[config.mk]
export PLATFORM = sky130hd
export DESIGN_NAME = hbridge_gate_control_logic
export DESIGN_NICKNAME = d
export VERILOG_FILES = /design/src/rtl/hbridge_pkg.sv /design/src/rtl/half_bridge_stage.sv /design/src/rtl/hbridge_gate_control_logic.sv
export SDC_FILE = /design/constraint.sdc
export NUM_CORES = 1
export LEC_CHECK = 0
export BUFFER_PORTS_ARGS = -buffer_cell sky130_fd_sc_hd__buf_2
export CAP_MARGIN = 5
export CORE_MARGIN = 3
export CORE_UTILIZATION = 45
export DETAILED_ROUTE_END_ITERATION = 12
export PLACE_DENSITY_LB_ADDON = 0.25
export SYNTH_ARGS = -nofsm -noshare
export SYNTH_HDL_FRONTEND = slang
export SYNTH_SLANG_ARGS = --single-unit
[constraint.sdc]
create_clock -name clk_i -period 2.56 [get_ports clk_i]
set_input_delay 0.128 -clock clk_i [delete_from_list [all_inputs] [get_ports clk_i]]
set_output_delay 0.128 -clock clk_i [all_outputs]
set_load 0.01 [all_outputs]
[src/rtl/hbridge_pkg.sv]
// constants and types shared by the bridge gate control block
package hbridge_pkg;
  // clock rate
  localparam int unsigned CLK_HZ          = 50_000_000;
  localparam int unsigned CLK_NS          = 1_000_000_000 / CLK_HZ;
  // disable pulse timing, nanoseconds as printed (3.1 us, 3.6 us, 7 us)
  localparam int unsigned CLEAR_MIN_NS    = 3100;
  localparam int unsigned CLEAR_MAX_NS    = 3600;
  localparam int unsigned OFF_MIN_NS      = 7000;
  // least times round up, longest round down
  localparam int unsigned CLEAR_MIN_CYC   = (CLEAR_MIN_NS + CLK_NS - 1) / CLK_NS;
  localparam int unsigned CLEAR_MAX_CYC   = CLEAR_MAX_NS / CLK_NS;
  localparam int unsigned OFF_MIN_CYC     = (OFF_MIN_NS + CLK_NS - 1) / CLK_NS;
  // width of the high-time counter
  localparam int unsigned HIGH_CNT_W      = 9;
  localparam logic [HIGH_CNT_W-1:0] HIGH_CNT_MAX = 9'h1ff;
  // register reset values
  localparam logic        FLAG_RST        = 1'b1;
  localparam logic        GATE_RST        = 1'b0;
  localparam logic [3:0]  IRQ_RST         = 4'h0;
  // register map of the plain port
  localparam logic [3:0]  ADDR_STATUS     = 4'h0;
  localparam logic [3:0]  ADDR_IRQ_PEND   = 4'h4;
  localparam logic [3:0]  ADDR_IRQ_MASK   = 4'h8;
  localparam logic [3:0]  ADDR_CONTROL    = 4'hc;
  // bit positions of events in pending and mask
  localparam int unsigned EV_SHORT_A      = 0;
  localparam int unsigned EV_SHORT_B      = 1;
  localparam int unsigned EV_LOW_SUPPLY   = 2;
  localparam int unsigned EV_HOT          = 3;
  // disable pin interpreter states
  typedef enum logic [2:0] {
    DIS_IDLE = 3'b001,
    DIS_HIGH = 3'b010,
    DIS_OFF  = 3'b100
  } dis_state_type;
endpackage : hbridge_pkg

[src/rtl/half_bridge_stage.sv]
// one half-bridge: latched short shutdown and undervoltage masking
`timescale 1ns/100ps
module half_bridge_stage
  import hbridge_pkg::*;
(
  input  wire logic clk_i,           // system clock
  input  wire logic rst_i,           // async reset, active high
  input  wire logic want_upper_i,    // demanded upper gate
  input  wire logic want_lower_i,    // demanded lower gate
  input  wire logic short_i,         // short detected on this stage
  input  wire logic low_upper_i,     // undervoltage on upper drive
  input  wire logic low_lower_i,     // undervoltage on lower drive
  input  wire logic clear_i,         // clear latched short
  output logic      upper_o,         // gate command, combinational
  output logic      lower_o,         // gate command, combinational
  output logic      latched_o        // short latch state
);
  logic short_latch;                 // held until a clear pulse
  wire  next_short = short_i | (short_latch & ~clear_i);  // set wins

  // short latch, only a clear pulse or reset releases it
  always_ff @(posedge clk_i or posedge rst_i) begin
    if (rst_i) begin
      short_latch <= 1'b0;
    end else begin
      short_latch <= next_short;
    end
  end

  // affected gates forced off, others keep following
  assign upper_o   = want_upper_i & ~short_latch & ~low_upper_i;
  assign lower_o   = want_lower_i & ~short_latch & ~low_lower_i;
  assign latched_o = short_latch;
endmodule : half_bridge_stage

[src/rtl/hbridge_gate_control_logic.sv]
// gate control logic of a full-bridge driver with two-bit diagnosis
//
// The register offsets and the plain strobed port were chosen for this implementation.
`timescale 1ns/100ps
// Operation
// direction and pulse map onto four gates
// undervoltage gates off, auto-recover
// undervoltage mismatch pulls shutdown flag low
// undervoltage drives cause flag low
// short latches its half-bridge off
// short mismatch: shutdown low, cause high
// controller modulates direction for fast decay
// overtemperature: cause low, gates normal
// disable high over 7 us: all off
// disable pulse in window clears latches
module hbridge_gate_control_logic
  import hbridge_pkg::*;
(
  input  wire logic        clk_i,              // system clock 50 MHz
  input  wire logic        rst_i,              // async reset, active high
  input  wire logic        direction_i,        // spin direction
  input  wire logic        pulse_i,            // pulse-width input
  input  wire logic        delay_and_off_in_i, // disable pin above threshold
  input  wire logic [3:0]  low_supply_cond_i,  // undervoltage: ua, la, ub, lb
  input  wire logic        hot_warning_cond_i, // overtemperature warning
  input  wire logic [1:0]  shorted_stage_cond_i, // short per half-bridge a, b
  input  wire logic [3:0]  addr_i,             // register byte address
  input  wire logic [31:0] wdata_i,            // write data
  input  wire logic        wr_i,               // write strobe
  input  wire logic        rd_i,               // read strobe
  output logic [31:0]      rdata_o,            // read data, cycle after strobe
  output logic             irq_o,              // level interrupt
  output logic             upper_gate_a_o,     // upper gate a
  output logic             lower_gate_a_o,     // lower gate a
  output logic             upper_gate_b_o,     // upper gate b
  output logic             lower_gate_b_o,     // lower gate b
  output logic             shutdown_flag_n_o,  // open-drain level, low = shutdown
  output logic             shutdown_flag_oe_o, // drives low while high
  output logic             cause_flag_n_o,     // open-drain level, low = cause
  output logic             cause_flag_oe_o     // drives low while high
);
  import hbridge_pkg::*;

  // disable pin interpreter
  dis_state_type            dis_state;          // current state
  dis_state_type            next_dis_state;     // next state
  logic [HIGH_CNT_W-1:0]    high_cnt;           // cycles disable held high
  logic                     clear_pulse;        // one-cycle latch clear
  logic                     all_off;            // outputs disabled
  logic                     sw_off;             // software disable bit

  // register file
  logic [3:0]               irq_pend;           // sticky event bits
  logic [3:0]               irq_mask;           // interrupt enables
  logic [1:0]               prev_short;         // latch state last cycle
  logic                     prev_low;           // undervoltage last cycle
  logic                     prev_hot;           // overtemperature last cycle

  // half-bridge outputs
  logic                     ua, la, ub, lb;     // gated commands
  logic [1:0]               latched;            // short latch states

  // input mapping of the normal truth table
  wire want_ua = ~pulse_i | ~direction_i;
  wire want_la =  pulse_i &  direction_i;
  wire want_ub = ~pulse_i |  direction_i;
  wire want_lb =  pulse_i & ~direction_i;

  // time of disable high, saturating
  wire [HIGH_CNT_W-1:0] next_cnt = (high_cnt == HIGH_CNT_MAX) ? high_cnt
                                   : high_cnt + 9'h001;
  wire in_clear_window = (high_cnt >= CLEAR_MIN_CYC[HIGH_CNT_W-1:0]) &&
                         (high_cnt <= CLEAR_MAX_CYC[HIGH_CNT_W-1:0]);
  wire reach_off = (high_cnt >= OFF_MIN_CYC[HIGH_CNT_W-1:0]);

  // state transitions of the disable interpreter
  always_comb begin
    next_dis_state = dis_state;
    unique case (dis_state)
      DIS_IDLE: begin
        if (delay_and_off_in_i) begin
          next_dis_state = DIS_HIGH;
        end
      end
      DIS_HIGH: begin
        if (!delay_and_off_in_i) begin
          next_dis_state = DIS_IDLE;     // pulse ended
        end else if (reach_off) begin
          next_dis_state = DIS_OFF;
        end
      end
      DIS_OFF: begin
        if (!delay_and_off_in_i) begin
          next_dis_state = DIS_IDLE;
        end
      end
      default: next_dis_state = DIS_IDLE;  // illegal one-hot code
    endcase
  end

  // clear on falling edge of a pulse inside the window
  wire next_clear = (dis_state == DIS_HIGH) & ~delay_and_off_in_i &
                    in_clear_window;

  // disable interpreter registers
  always_ff @(posedge clk_i or posedge rst_i) begin
    if (rst_i) begin
      dis_state   <= DIS_IDLE;
      high_cnt    <= '0;
      clear_pulse <= 1'b0;
    end else begin
      dis_state   <= next_dis_state;
      high_cnt    <= delay_and_off_in_i ? next_cnt : '0;
      clear_pulse <= next_clear;
    end
  end

  // a short clear pulse never shuts outputs down
  assign all_off = (dis_state == DIS_OFF) | sw_off;

  // half-bridge a
  half_bridge_stage stage_a (
    .clk_i        (clk_i),
    .rst_i        (rst_i),
    .want_upper_i (want_ua),
    .want_lower_i (want_la),
    .short_i      (shorted_stage_cond_i[0]),
    .low_upper_i  (low_supply_cond_i[0]),
    .low_lower_i  (low_supply_cond_i[1]),
    .clear_i      (clear_pulse),
    .upper_o      (ua),
    .lower_o      (la),
    .latched_o    (latched[0])
  );

  // half-bridge b
  half_bridge_stage stage_b (
    .clk_i        (clk_i),
    .rst_i        (rst_i),
    .want_upper_i (want_ub),
    .want_lower_i (want_lb),
    .short_i      (shorted_stage_cond_i[1]),
    .low_upper_i  (low_supply_cond_i[2]),
    .low_lower_i  (low_supply_cond_i[3]),
    .clear_i      (clear_pulse),
    .upper_o      (ub),
    .lower_o      (lb),
    .latched_o    (latched[1])
  );

  // diagnosis decode
  wire mismatch   = (ua != want_ua) | (la != want_la) |
                    (ub != want_ub) | (lb != want_lb);
  wire low_any    = |low_supply_cond_i;
  wire next_sd_n  = ~(mismatch & ~all_off);
  wire next_cause_n = all_off ? 1'b1
                    : low_any ? 1'b0
                    : (|latched) ? 1'b1
                    : ~hot_warning_cond_i;

  // gate and flag outputs, all registered
  always_ff @(posedge clk_i or posedge rst_i) begin
    if (rst_i) begin
      upper_gate_a_o    <= GATE_RST;
      lower_gate_a_o    <= GATE_RST;
      upper_gate_b_o    <= GATE_RST;
      lower_gate_b_o    <= GATE_RST;
      shutdown_flag_n_o <= FLAG_RST;
      cause_flag_n_o    <= FLAG_RST;
    end else begin
      upper_gate_a_o    <= ua & ~all_off;
      lower_gate_a_o    <= la & ~all_off;
      upper_gate_b_o    <= ub & ~all_off;
      lower_gate_b_o    <= lb & ~all_off;
      shutdown_flag_n_o <= next_sd_n;
      cause_flag_n_o    <= next_cause_n;
    end
  end

  // open-drain enables track the low level
  always_ff @(posedge clk_i or posedge rst_i) begin
    if (rst_i) begin
      shutdown_flag_oe_o <= 1'b0;
      cause_flag_oe_o    <= 1'b0;
    end else begin
      shutdown_flag_oe_o <= ~next_sd_n;
      cause_flag_oe_o    <= ~next_cause_n;
    end
  end

  // register decode
  wire wr_pend = wr_i & (addr_i == ADDR_IRQ_PEND);
  wire wr_mask = wr_i & (addr_i == ADDR_IRQ_MASK);
  wire wr_ctrl = wr_i & (addr_i == ADDR_CONTROL);
  wire [3:0] events = {hot_warning_cond_i & ~prev_hot,
                       low_any & ~prev_low,
                       latched & ~prev_short};
  // set wins over write-one-to-clear
  wire [3:0] next_pend = events | (irq_pend & ~(wr_pend ? wdata_i[3:0] : 4'h0));
  wire [31:0] status_word = {25'h000_0000, all_off, hot_warning_cond_i, low_any,
                             latched, dis_state == DIS_OFF, sw_off};
  wire [31:0] read_mux = (addr_i == ADDR_STATUS)   ? status_word
                       : (addr_i == ADDR_IRQ_PEND) ? {28'h000_0000, irq_pend}
                       : (addr_i == ADDR_IRQ_MASK) ? {28'h000_0000, irq_mask}
                       : (addr_i == ADDR_CONTROL)  ? {31'h0000_0000, sw_off}
                       : 32'h0000_0000;

  // event history for edge detection
  always_ff @(posedge clk_i or posedge rst_i) begin
    if (rst_i) begin
      prev_short <= 2'b00;
      prev_low   <= 1'b0;
      prev_hot   <= 1'b0;
    end else begin
      prev_short <= latched;
      prev_low   <= low_any;
      prev_hot   <= hot_warning_cond_i;
    end
  end

  // software registers
  always_ff @(posedge clk_i or posedge rst_i) begin
    if (rst_i) begin
      irq_pend <= IRQ_RST;
      irq_mask <= IRQ_RST;
      sw_off   <= 1'b0;
    end else begin
      irq_pend <= next_pend;
      irq_mask <= wr_mask ? wdata_i[3:0] : irq_mask;
      sw_off   <= wr_ctrl ? wdata_i[0] : sw_off;
    end
  end

  // read data and interrupt line
  always_ff @(posedge clk_i or posedge rst_i) begin
    if (rst_i) begin
      rdata_o <= 32'h0000_0000;
      irq_o   <= 1'b0;
    end else begin
      rdata_o <= rd_i ? read_mux : 32'h0000_0000;
      irq_o   <= |(next_pend & irq_mask);
    end
  end
endmodule : hbridge_gate_control_logic

==> impl_summary.txt, run 1 <==
----------------------------------------------------
[Logic synthesis]
  Primary flip-flop cell chosen by synthesis mapping ... dfrtp_1
  Per-instance average area after synthesis ... 10.27 um2
  Gate Count Post-Synth ... roughly 220
  Distinct cells, synth ... 42
  Synthesized cell area ... around 2200 um2
  Number of enable-type register cells in the synthesized netlist ... 0
  Sequential fraction of the synthesis area ... 0.4955
  Share of async-settable or async-resettable flops after synthesis ... 1.000
  Yosys warns ... 0
  Number of synthesized register bits ... 44

[Floorplanning]
  Number of rows in the core area ... 24
  Chip Width ... between 70 and 80 um
  Number of I/O pins ... 91
  Die Area ... ~6000 um2
  Die Y ... 76.39 um
  Std-Cell Core Area ... about 4600 um2
  Starting density of the core ... 0.4885

[Route]
  DR DRC count ... 0
  Count of nets left with antenna violations after detail routing ... 0
  Wire per inst ... between 10 and 15 um
  Total vias in the final route ... 1546
  Via-per-instance ratio ... between 4 and 5
  Number of DRC markers in iteration 0 ... between 40 and 50
  DR pass1 iterations ... 4
  WL final ... around 4200 um

[Clock network]
  Number of clock sinks seen by CTS ... between 40 and 50
  Clk_lat worst skew ... around 0.29 ns
  Number of H-tree levels ... 2
  CTS Root Cell ... clkbuf_8
  Clock tree from TritonCTS ... yes
  Deepest clock path buffer count ... 2
  TritonCTS Buffers ... 5
  Cts-stage hold buffer count ... 2
  Number of buffers added for setup after CTS ... 0
  Number of cells upsized or downsized after cts ... 0
  Clock slew at the register clock pins of the worst setup and hold paths ... approximately 0.08 ns

[Timing]
  Crit share post-route ... 0.8120
  Setup repair after global routing missed its margin ... false
  Setup_tns ... 0 ns
  Post-layout min period ... between 2 and 2.5 ns
  Number of setup violations in the final report ... 0
  Max Clk Rate ... roughly 480 MHz
  Transition time at the pin with the least slew margin ... 0.6236 ns
  Final-report hold violation count ... 0
  Slew margin rel. ... 0.5834
  Final clock skew ... 0.004812 ns
  Final Max Slew Viols ... 0

[Worst setup path]
  Startpoint type of the worst setup path ... flop
  Endpoint arrival time on the critical path ... approximately 2.3 ns
  Worst-path fanout max ... 10
  Setup crit end kind ... flop
  Critical Setup Path Class ... flop to flop
  Required @ worst endpoint ... ~2.7 ns

[Pwr]
  Peak supply drop ... roughly 0.00036 V
  Leakage power figure ... 0.001163 uW
  Power per unit of standard cell area ... ~590 nW/um2

[Placed design]
  Number of buffers inserted by port buffering ... 37
  Final Wtd Congestion ... between 0.8 and 0.9
  Placed standard-cell area ... about 2400 um2
  Detailed placement HPWL ... around 3000 um

[Status]
  Run status ... finished clean

[GRT]
  Largest net degree at the start of global routing ... 45
  Number of antenna violations at the first check in global routing ... 0
  Grt total ovfl ... 0
  Global-route total usage across every layer ... 0.1576
  Wire length of the first global-routing pass ... approximately 7500 um
  Vias in the first global route ... ~1600

[Flow run]
  Count of maximum capacitance violations ... 0

[Layout]
  N_diodes ... 0
  Layout cell share with drive strength beyond 1 ... 0.2432
  Design Area, Final ... between 2000 and 2500 um2
  Relative area change from synthesis to final layout ... 11.78%
  Number of filler cells placed in the layout ... between 400 and 500
  Number of nets in the layout ... roughly 310

[Hold path]
  Min-Delay Path Class ... primary input to flop

----------------------------------------------------
## power breakdown
part	internal, uW	switching (uW)	leakage [uW]
combinational	99.5	130	0.000577
sequential	761	35.6	0.000541
clock	220	222	0.0000455
total	1080	388	0.00116
## sequential cells by signal, summed over array words and instances (netlist names), 2 cells and up
register    cells
irq_pend        4
irq_mask        4
dis_state       3
prev_short      2
high_cnt        9
rdata_o         7
## cells in the mapped netlist (all sizes together) (4+ instances only)
library cell / number / share of area
dfrtp: 41 / 0.46
buf: 29 / 0.093
inv: 14 / 0.024
o21ai: 13 / 0.029
nor2b: 11 / 0.031
nand2: 10 / 0.019
nor2: 10 / 0.018
a21oi: 8 / 0.018
nand2b: 8 / 0.022
and2: 7 / 0.020
nor3: 7 / 0.016
a31oi: 5 / 0.014
mux2: 5 / 0.025
nor4: 4 / 0.011
or2: 4 / 0.011
## logic make-up (layout without fill, tap and decap cells)
family / Yosys count / in the layout / synth area share
buf+inv: 44 / 62 / 0.1184
compound gates: 38 / 38 / 0.1156
xor+xnor: 6 / 6 / 0.02357
mux: 8 / 8 / 0.03872
fa+ha+maj: 3 / 3 / 0.01684
other cells: 1 / 25 / 0.001682
simple gates: 73 / 73 / 0.1897
flops: 44 / 44 / 0.4955
## area by class of cell
cell class / instances / area [um2] / area share
Timing Repair Buffer: 40 / 212.7 / 0.08534
Tap cell: 65 / 81.33 / 0.03263
Multi-Input combinational cell: 153 / 950.9 / 0.3815
Clock buffer: 8 / 90.09 / 0.03614
Sequential cell: 44 / 1105 / 0.4433
Inverter: 14 / 52.55 / 0.02108
## critical path, stage by stage, from the launching register on
cell and delay (ns):
dfrtp_1 0.43, ha_1 0.22, nand3_1 0.14, nor3_1 0.22, ha_1 0.49, a2111oi_4 0.15
xnor2_1 0.15, and2_1 0.16
## routing by layer
layer / vias to the layer above / share of wire / track usage
met4: 0 / 0.019 / 0.06159
met2: 49 / 0.48 / 0.2610
met5: - / 0 / 0
met3: 7 / 0.056 / 0.03783
met1: 727 / 0.44 / 0.1988
li1: 763 / - / -
## worst paths after layout
path,startpoint,endpoint,slack (ns),cells after the start
setup / recovery,high_cnt[1],high_cnt[7],0.48,7
hold / removal,shorted_stage_cond_i[1],stage_b.latched_o,0.008,2
setup reg to reg,high_cnt[1],high_cnt[7],0.48,7
hold reg to reg,irq_mask[0],irq_mask[0],0.54,1
max in group asynchronous,rst_i,dis_state[0],1.68,4
min in group asynchronous,rst_i,stage_b.latched_o,0.51,4
## cell usage in the layout, fill, tap and decap left out, types with 2 or more instances in the layout
cell / n
dfrtp_1: 41
a21o_1: 3
dlygate4sd3_1: 2
ha_1: 3
nor4_1: 4
nor2_1: 9
xnor2_1: 3
a31oi_1: 5
nand3_1: 3
inv_1: 14
dfstp_2: 3
mux2_2: 5
nor2b_1: 11
clkbuf_1: 2
nand2_1: 8
conb_1: 25
buf_2: 37
nand2_2: 2
o21ai_0: 13
and2_1: 7
a21oi_1: 8
or2_2: 4
mux2i_1: 3
a211oi_1: 2
nand4_1: 2
xor2_1: 3
nor3_1: 7
nand4b_1: 2
nand2b_1: 8
clkbuf_8: 6
## through the flow
step / util / total power [uW] / cells / setup WS, ns / hold WS, ns
2_1_floorplan: - / 988.3 / 241 / 0.6580 / 0.1594
3_3_place_gp: 0.5219 / 1033 / 314 / 0.5197 / 0.2839
3_5_place_dp: 0.5219 / 1037 / 314 / 0.4763 / 0.2835
4_1_cts: 0.5461 / 1493 / 324 / 0.4717 / 0.0003550
5_1_grt: 0.5461 / 1558 / 324 / 0.2567 / 0.009680
6_report: 0.5461 / 1468 / 324 / 0.4812 / 0.007664
Power figures use the tool's default switching activity.
==> run 2: changes to the inputs <==
--- a/config.mk
+++ b/config.mk
@@ -5,10 +5,11 @@
 export SDC_FILE = /design/constraint.sdc
 export NUM_CORES = 1
 export LEC_CHECK = 0
+export ABC_AREA = 1
 export BUFFER_PORTS_ARGS = -buffer_cell sky130_fd_sc_hd__buf_2
 export CAP_MARGIN = 5
 export CORE_MARGIN = 3
-export CORE_UTILIZATION = 45
+export CORE_UTILIZATION = 43
 export DETAILED_ROUTE_END_ITERATION = 12
 export PLACE_DENSITY_LB_ADDON = 0.25
 export SYNTH_ARGS = -nofsm -noshare
==> constraint.sdc (replaced) <==
create_clock -name clk_i -period 1.9 [get_ports clk_i]
set_input_delay 0.095 -clock clk_i [delete_from_list [all_inputs] [get_ports clk_i]]
set_output_delay 0.095 -clock clk_i [all_outputs]
set_load 0.01 [all_outputs]
==> run 2 against run 1 <==
  * Sequential cell count unchanged
  * Routed wire length shrank 2.1%
  * Sequential power increased by 37%
  * Fmax grew 16%
  * Hold slack gained 0.0097 ns
  * Largest cell class unchanged
  * Combinational power up 62%
==> impl_summary.txt, run 2 <==
----------------------------------------------------
[Worst setup path]
  Endpoint arrival time on the critical path ... 1.97 ns (was 2.26 ns)
  Worst reg-to-reg path cell count ... 11 (was 7)
  Worst path depth ... 11 (was 7)
  Standard cell with the maximum stage delay on the critical path ... dfrtp_1 (was ha_1)
  Number of buffers and inverters on the critical path ... 2 (was 0)
  Setup crit end kind ... flop (unchanged)
  Critical Setup Path Class ... flop to flop (unchanged)
  Crit path largest cell delay ... 0.36 ns (was 0.49 ns)
  Startpoint type of the worst setup path ... flop (unchanged)
  Gate family responsible for the most delay along the worst path ... simple AND/OR/NAND/NOR gates (was adder cells)
  Worst-path fanout max ... 3 (was 10)
  CP Cell Sequence ... ha_2 -> nor3b_4 -> nand2_1 -> nor2_1 -> ha_2 -> nand2_4 -> nand2_4 -> buf_4 -> inv_1 -> a21oi_1 -> nor3_1 (was ha_1 -> nand3_1 -> nor3_1 -> ha_1 -> a2111oi_4 -> xnor2_1 -> and2_1)
  Required @ worst endpoint ... 2.08 ns (was 2.74 ns)

[Logic synthesis]
  Number of synthesized register bits ... 44 (unchanged)
  Primary flip-flop cell chosen by synthesis mapping ... dfrtp_1 (unchanged)
  Sequential fraction of the synthesis area ... 0.5011 (was 0.4955)
  Gate Count Post-Synth ... 255 (was 217)
  Most frequent cell after synthesis ... nand2_1 (was dfrtp_1)
  Per-instance average area after synthesis ... 8.646 um2 (was 10.27 um2)
  Cells taking the most area after synthesis ... dfrtp_1 (47%), nand2_1 (8.9%), buf_4 (8.5%) (was dfrtp_1 (46%), buf_4 (8.4%), dfstp_2 (3.5%))
  Synthesized cell area ... 2205 um2 (was 2230 um2)
  Top cell types by occurrence after synthesis ... nand2_1 (52), dfrtp_1 (41), inv_1 (38), buf_4 (25), nor2_1 (24) (was dfrtp_1 (41), buf_4 (25), inv_1 (14), o21ai_0 (13), nor2b_1 (11))
  Proportion of netlist area held by the largest area contributor ... 0.4654 (was 0.4602)
  Distinct cells, synth ... 30 (was 42)
  Share of async-settable or async-resettable flops after synthesis ... 1.000 (unchanged)
  Cell type with the highest aggregate area in the netlist ... dfrtp_1 (unchanged)
  Yosys warns ... 0 (unchanged)
  Number of enable-type register cells in the synthesized netlist ... 0 (unchanged)

[Hold path]
  Min-Delay Path Class ... primary input to flop (unchanged)
  Hold Path Stages ... 3 (was 2)

[Layout]
  Number of nets in the layout ... 370 (was 311)
  Number of filler cells placed in the layout ... 468 (was 443)
  Register ranked first by flip-flop count ... high_cnt (unchanged)
  N_diodes ... 0 (unchanged)
  Footprint of the multi-input gates ... 887.1 um2 (was 950.9 um2)
  Largest registers ranked by flip-flop count ... high_cnt: 9 flops, rdata_o: 7 flops (unchanged)
  Layout cell share with drive strength beyond 1 ... 0.2673 (was 0.2432)
  Most common cell after layout, fill and taps aside ... nand2_1 (was dfrtp_1)
  Design Area, Final ... 2675 um2 (was 2492 um2)
  Post-layout instance count excluding filler cells ... 385 (was 324)
  Register Area ... 1105 um2 (unchanged)
  Relative area change from synthesis to final layout ... 21.34% (was 11.78%)
  Number of flip-flops in the largest register ... 9 (unchanged)
  Top library cells by usage in the layout, fill and taps aside ... nand2_1 (50), dfrtp_1 (41), inv_1 (37), buf_2 (37), conb_1 (25) (was dfrtp_1 (41), buf_2 (37), conb_1 (25), inv_1 (14), o21ai_0 (13))

[Clock network]
  Clk_lat worst skew ... 0.30 ns (was 0.29 ns)
  Deepest clock path buffer count ... 2 (unchanged)
  CTS Root Cell ... clkbuf_8 (unchanged)
  Number of H-tree levels ... 2 (unchanged)
  Number of clock sinks seen by CTS ... 44 (unchanged)
  Clock slew at the register clock pins of the worst setup and hold paths ... 0.09 ns (was 0.08 ns)
  Clock tree from TritonCTS ... yes (unchanged)
  TritonCTS Buffers ... 5 (unchanged)

[Route]
  Top routing layer in use ... met4 (unchanged)
  Via-per-instance ratio ... 4.431 (was 4.772)
  Number of DRC markers in iteration 0 ... 73 (was 46)
  WL final ... 4097 um (was 4185 um)
  Wire per inst ... 10.64 um (was 12.92 um)
  DR DRC count ... 0 (unchanged)
  Count of nets left with antenna violations after detail routing ... 0 (unchanged)
  DR pass1 iterations ... 4 (unchanged)
  Total vias in the final route ... 1706 (was 1546)
  Met1 wire length ... 1687 um (was 1857 um)
  Detailed-routed wire length on met3 ... 174 um (was 235 um)
  Detail Route met2 WL ... 2123 um (was 2013 um)

[Pwr]
  Power per unit of standard cell area ... 809.0 nW/um2 (was 589.1 nW/um2)
  Leakage power figure ... 0.001489 uW (was 0.001163 uW)
  Peak supply drop ... 0.0003917 V (was 0.0003622 V)
  Power, Total ... 2164 uW (was 1468 uW)

[GRT]
  Global-route total usage across every layer ... 0.1408 (was 0.1576)
  Largest net degree at the start of global routing ... 45 (unchanged)
  Vias in the first global route ... 1609 (was 1554)
  Grt total ovfl ... 0 (unchanged)
  Number of antenna violations at the first check in global routing ... 0 (unchanged)
  Wire length of the first global-routing pass ... 6720 um (was 7507 um)

[Floorplanning]
  Number of I/O pins ... 91 (unchanged)
  Std-Cell Core Area ... 4848 um2 (was 4564 um2)
  Number of rows in the core area ... 25 (was 24)
  Starting density of the core ... 0.4547 (was 0.4885)
  Die Y ... 77.61 um (was 76.39 um)
  Die Area ... 6023 um2 (was 5835 um2)
  Chip Width ... 77.61 um (was 76.39 um)

[Timing]
  Final clock skew ... 0.01096 ns (was 0.004812 ns)
  Slew margin rel. ... 0.6396 (was 0.5834)
  Post-layout min period ... 1.785 ns (was 2.079 ns)
  Crit share post-route ... 0.9393 (was 0.8120)
  Final-report hold violation count ... 0 (unchanged)
  Final Max Slew Viols ... 0 (unchanged)
  Transition time at the pin with the least slew margin ... 0.5406 ns (was 0.6236 ns)
  Setup repair after global routing missed its margin ... true (was false)
  Max Clk Rate ... 560.3 MHz (was 481.0 MHz)
  Number of setup violations in the final report ... 0 (unchanged)

[Placed design]
  Final Wtd Congestion ... 0.8130 (was 0.8223)
  Detailed placement HPWL ... 3016 um (was 2939 um)
  Placed standard-cell area ... 2439 um2 (was 2382 um2)
  Cell Count Post-Placement ... 366 (was 314)
  Number of buffers inserted by port buffering ... 37 (unchanged)

[Flow run]
  Count of maximum capacitance violations ... 0 (unchanged)

[Status]
  Run status ... finished clean (unchanged)

----------------------------------------------------
-- run 2: changes by cell type after synthesis, sizes merged, moves of 7 or more --
cell	before	now
nand3	3	10
nand2b	8	0
inv	14	39
nand2	10	56
and2	7	0
nor2	10	29
nor2b	11	0
-- run 2: what timing repair did --
item / 4_1_cts / 5_1_grt
hold endpoints to repair: 44 / 0
hold buffers: 4 / 0
endpoints found under the setup margin: 0 / 4
resized for setup: 0 / 9
buffers inserted: 0 / 7
-- run 2: where the power goes --
| group | internal (uW) | total, uW | switching [uW] |
|---|---|---|---|
| logic | 149 | 371 | 222 |
| registers | 1040 | 1090 | 48.5 |
| clock network | 390 | 701 | 310 |
| total | 1580 | 2160 | 581 |
-- run 2: final timing paths --
kind | startpoint | to | slack [ns]
worst min register to register | clear_pulse | stage_b.latched_o | 0.46
worst max-delay path | high_cnt[1] | high_cnt[5] | 0.12
worst min-delay path | rd_i | rdata_o[3] | 0.02
max in group asynchronous | rst_i | dis_state[0] | 1.05
worst max register to register | high_cnt[1] | high_cnt[5] | 0.12
min in group asynchronous | rst_i | high_cnt[8] | 0.45
-- run 2: cell type report --
type,count,share of cell area
clock buffers,6,0.02713
clock inverters,2,0.01310
inverters,39,0.05472
multi-input cells,170,0.3316
flip-flops and latches,44,0.4130
well taps,67,0.03134
repair buffers,57,0.1291
-- run 2: logic make-up after synthesis --
logic type,Yosys count,synth area share
muxes,3,0.02043
adders and majority gates,3,0.01703
DFF,44,0.5011
other,1,0.001701
AOI/OAI and AO/OA,28,0.07264
and+or+nand+nor,111,0.2333
buffers and inverters,65,0.1538
-- run 2: metal layers --
layer / vias to the layer above / GRT usage
li1: 872 / -
met1: 782 / 0.1622
met2: 41 / 0.2380
met3: 11 / 0.03596
met4: 0 / 0.07651
met5: - / 0
-- run 2: tightest hold or removal path: cells and delay by family --
| family | cells | cell delay, ns |
|---|---|---|
| buffers and inverters | 2 | 0.14 |
| AND/OR/NAND/NOR | 1 | 0.05 |
-- run 2: metrics by stage --
| stage | setup slack (ns) | TNS, ns | utilization | hold WS (ns) |
|---|---|---|---|---|
| global placement | 0.05672 | 0 | 0.5030 | 0.2312 |
| finish | 0.1153 | 0 | 0.5517 | 0.01741 |
| global route | -0.02914 | -0.03520 | 0.5517 | 0.01864 |
| CTS | 0.02300 | 0 | 0.5334 | 0.01286 |
| floorplan | 0.09927 | 0 | - | 0.1264 |
| detailed placement | 0.03456 | 0 | 0.5030 | 0.2246 |
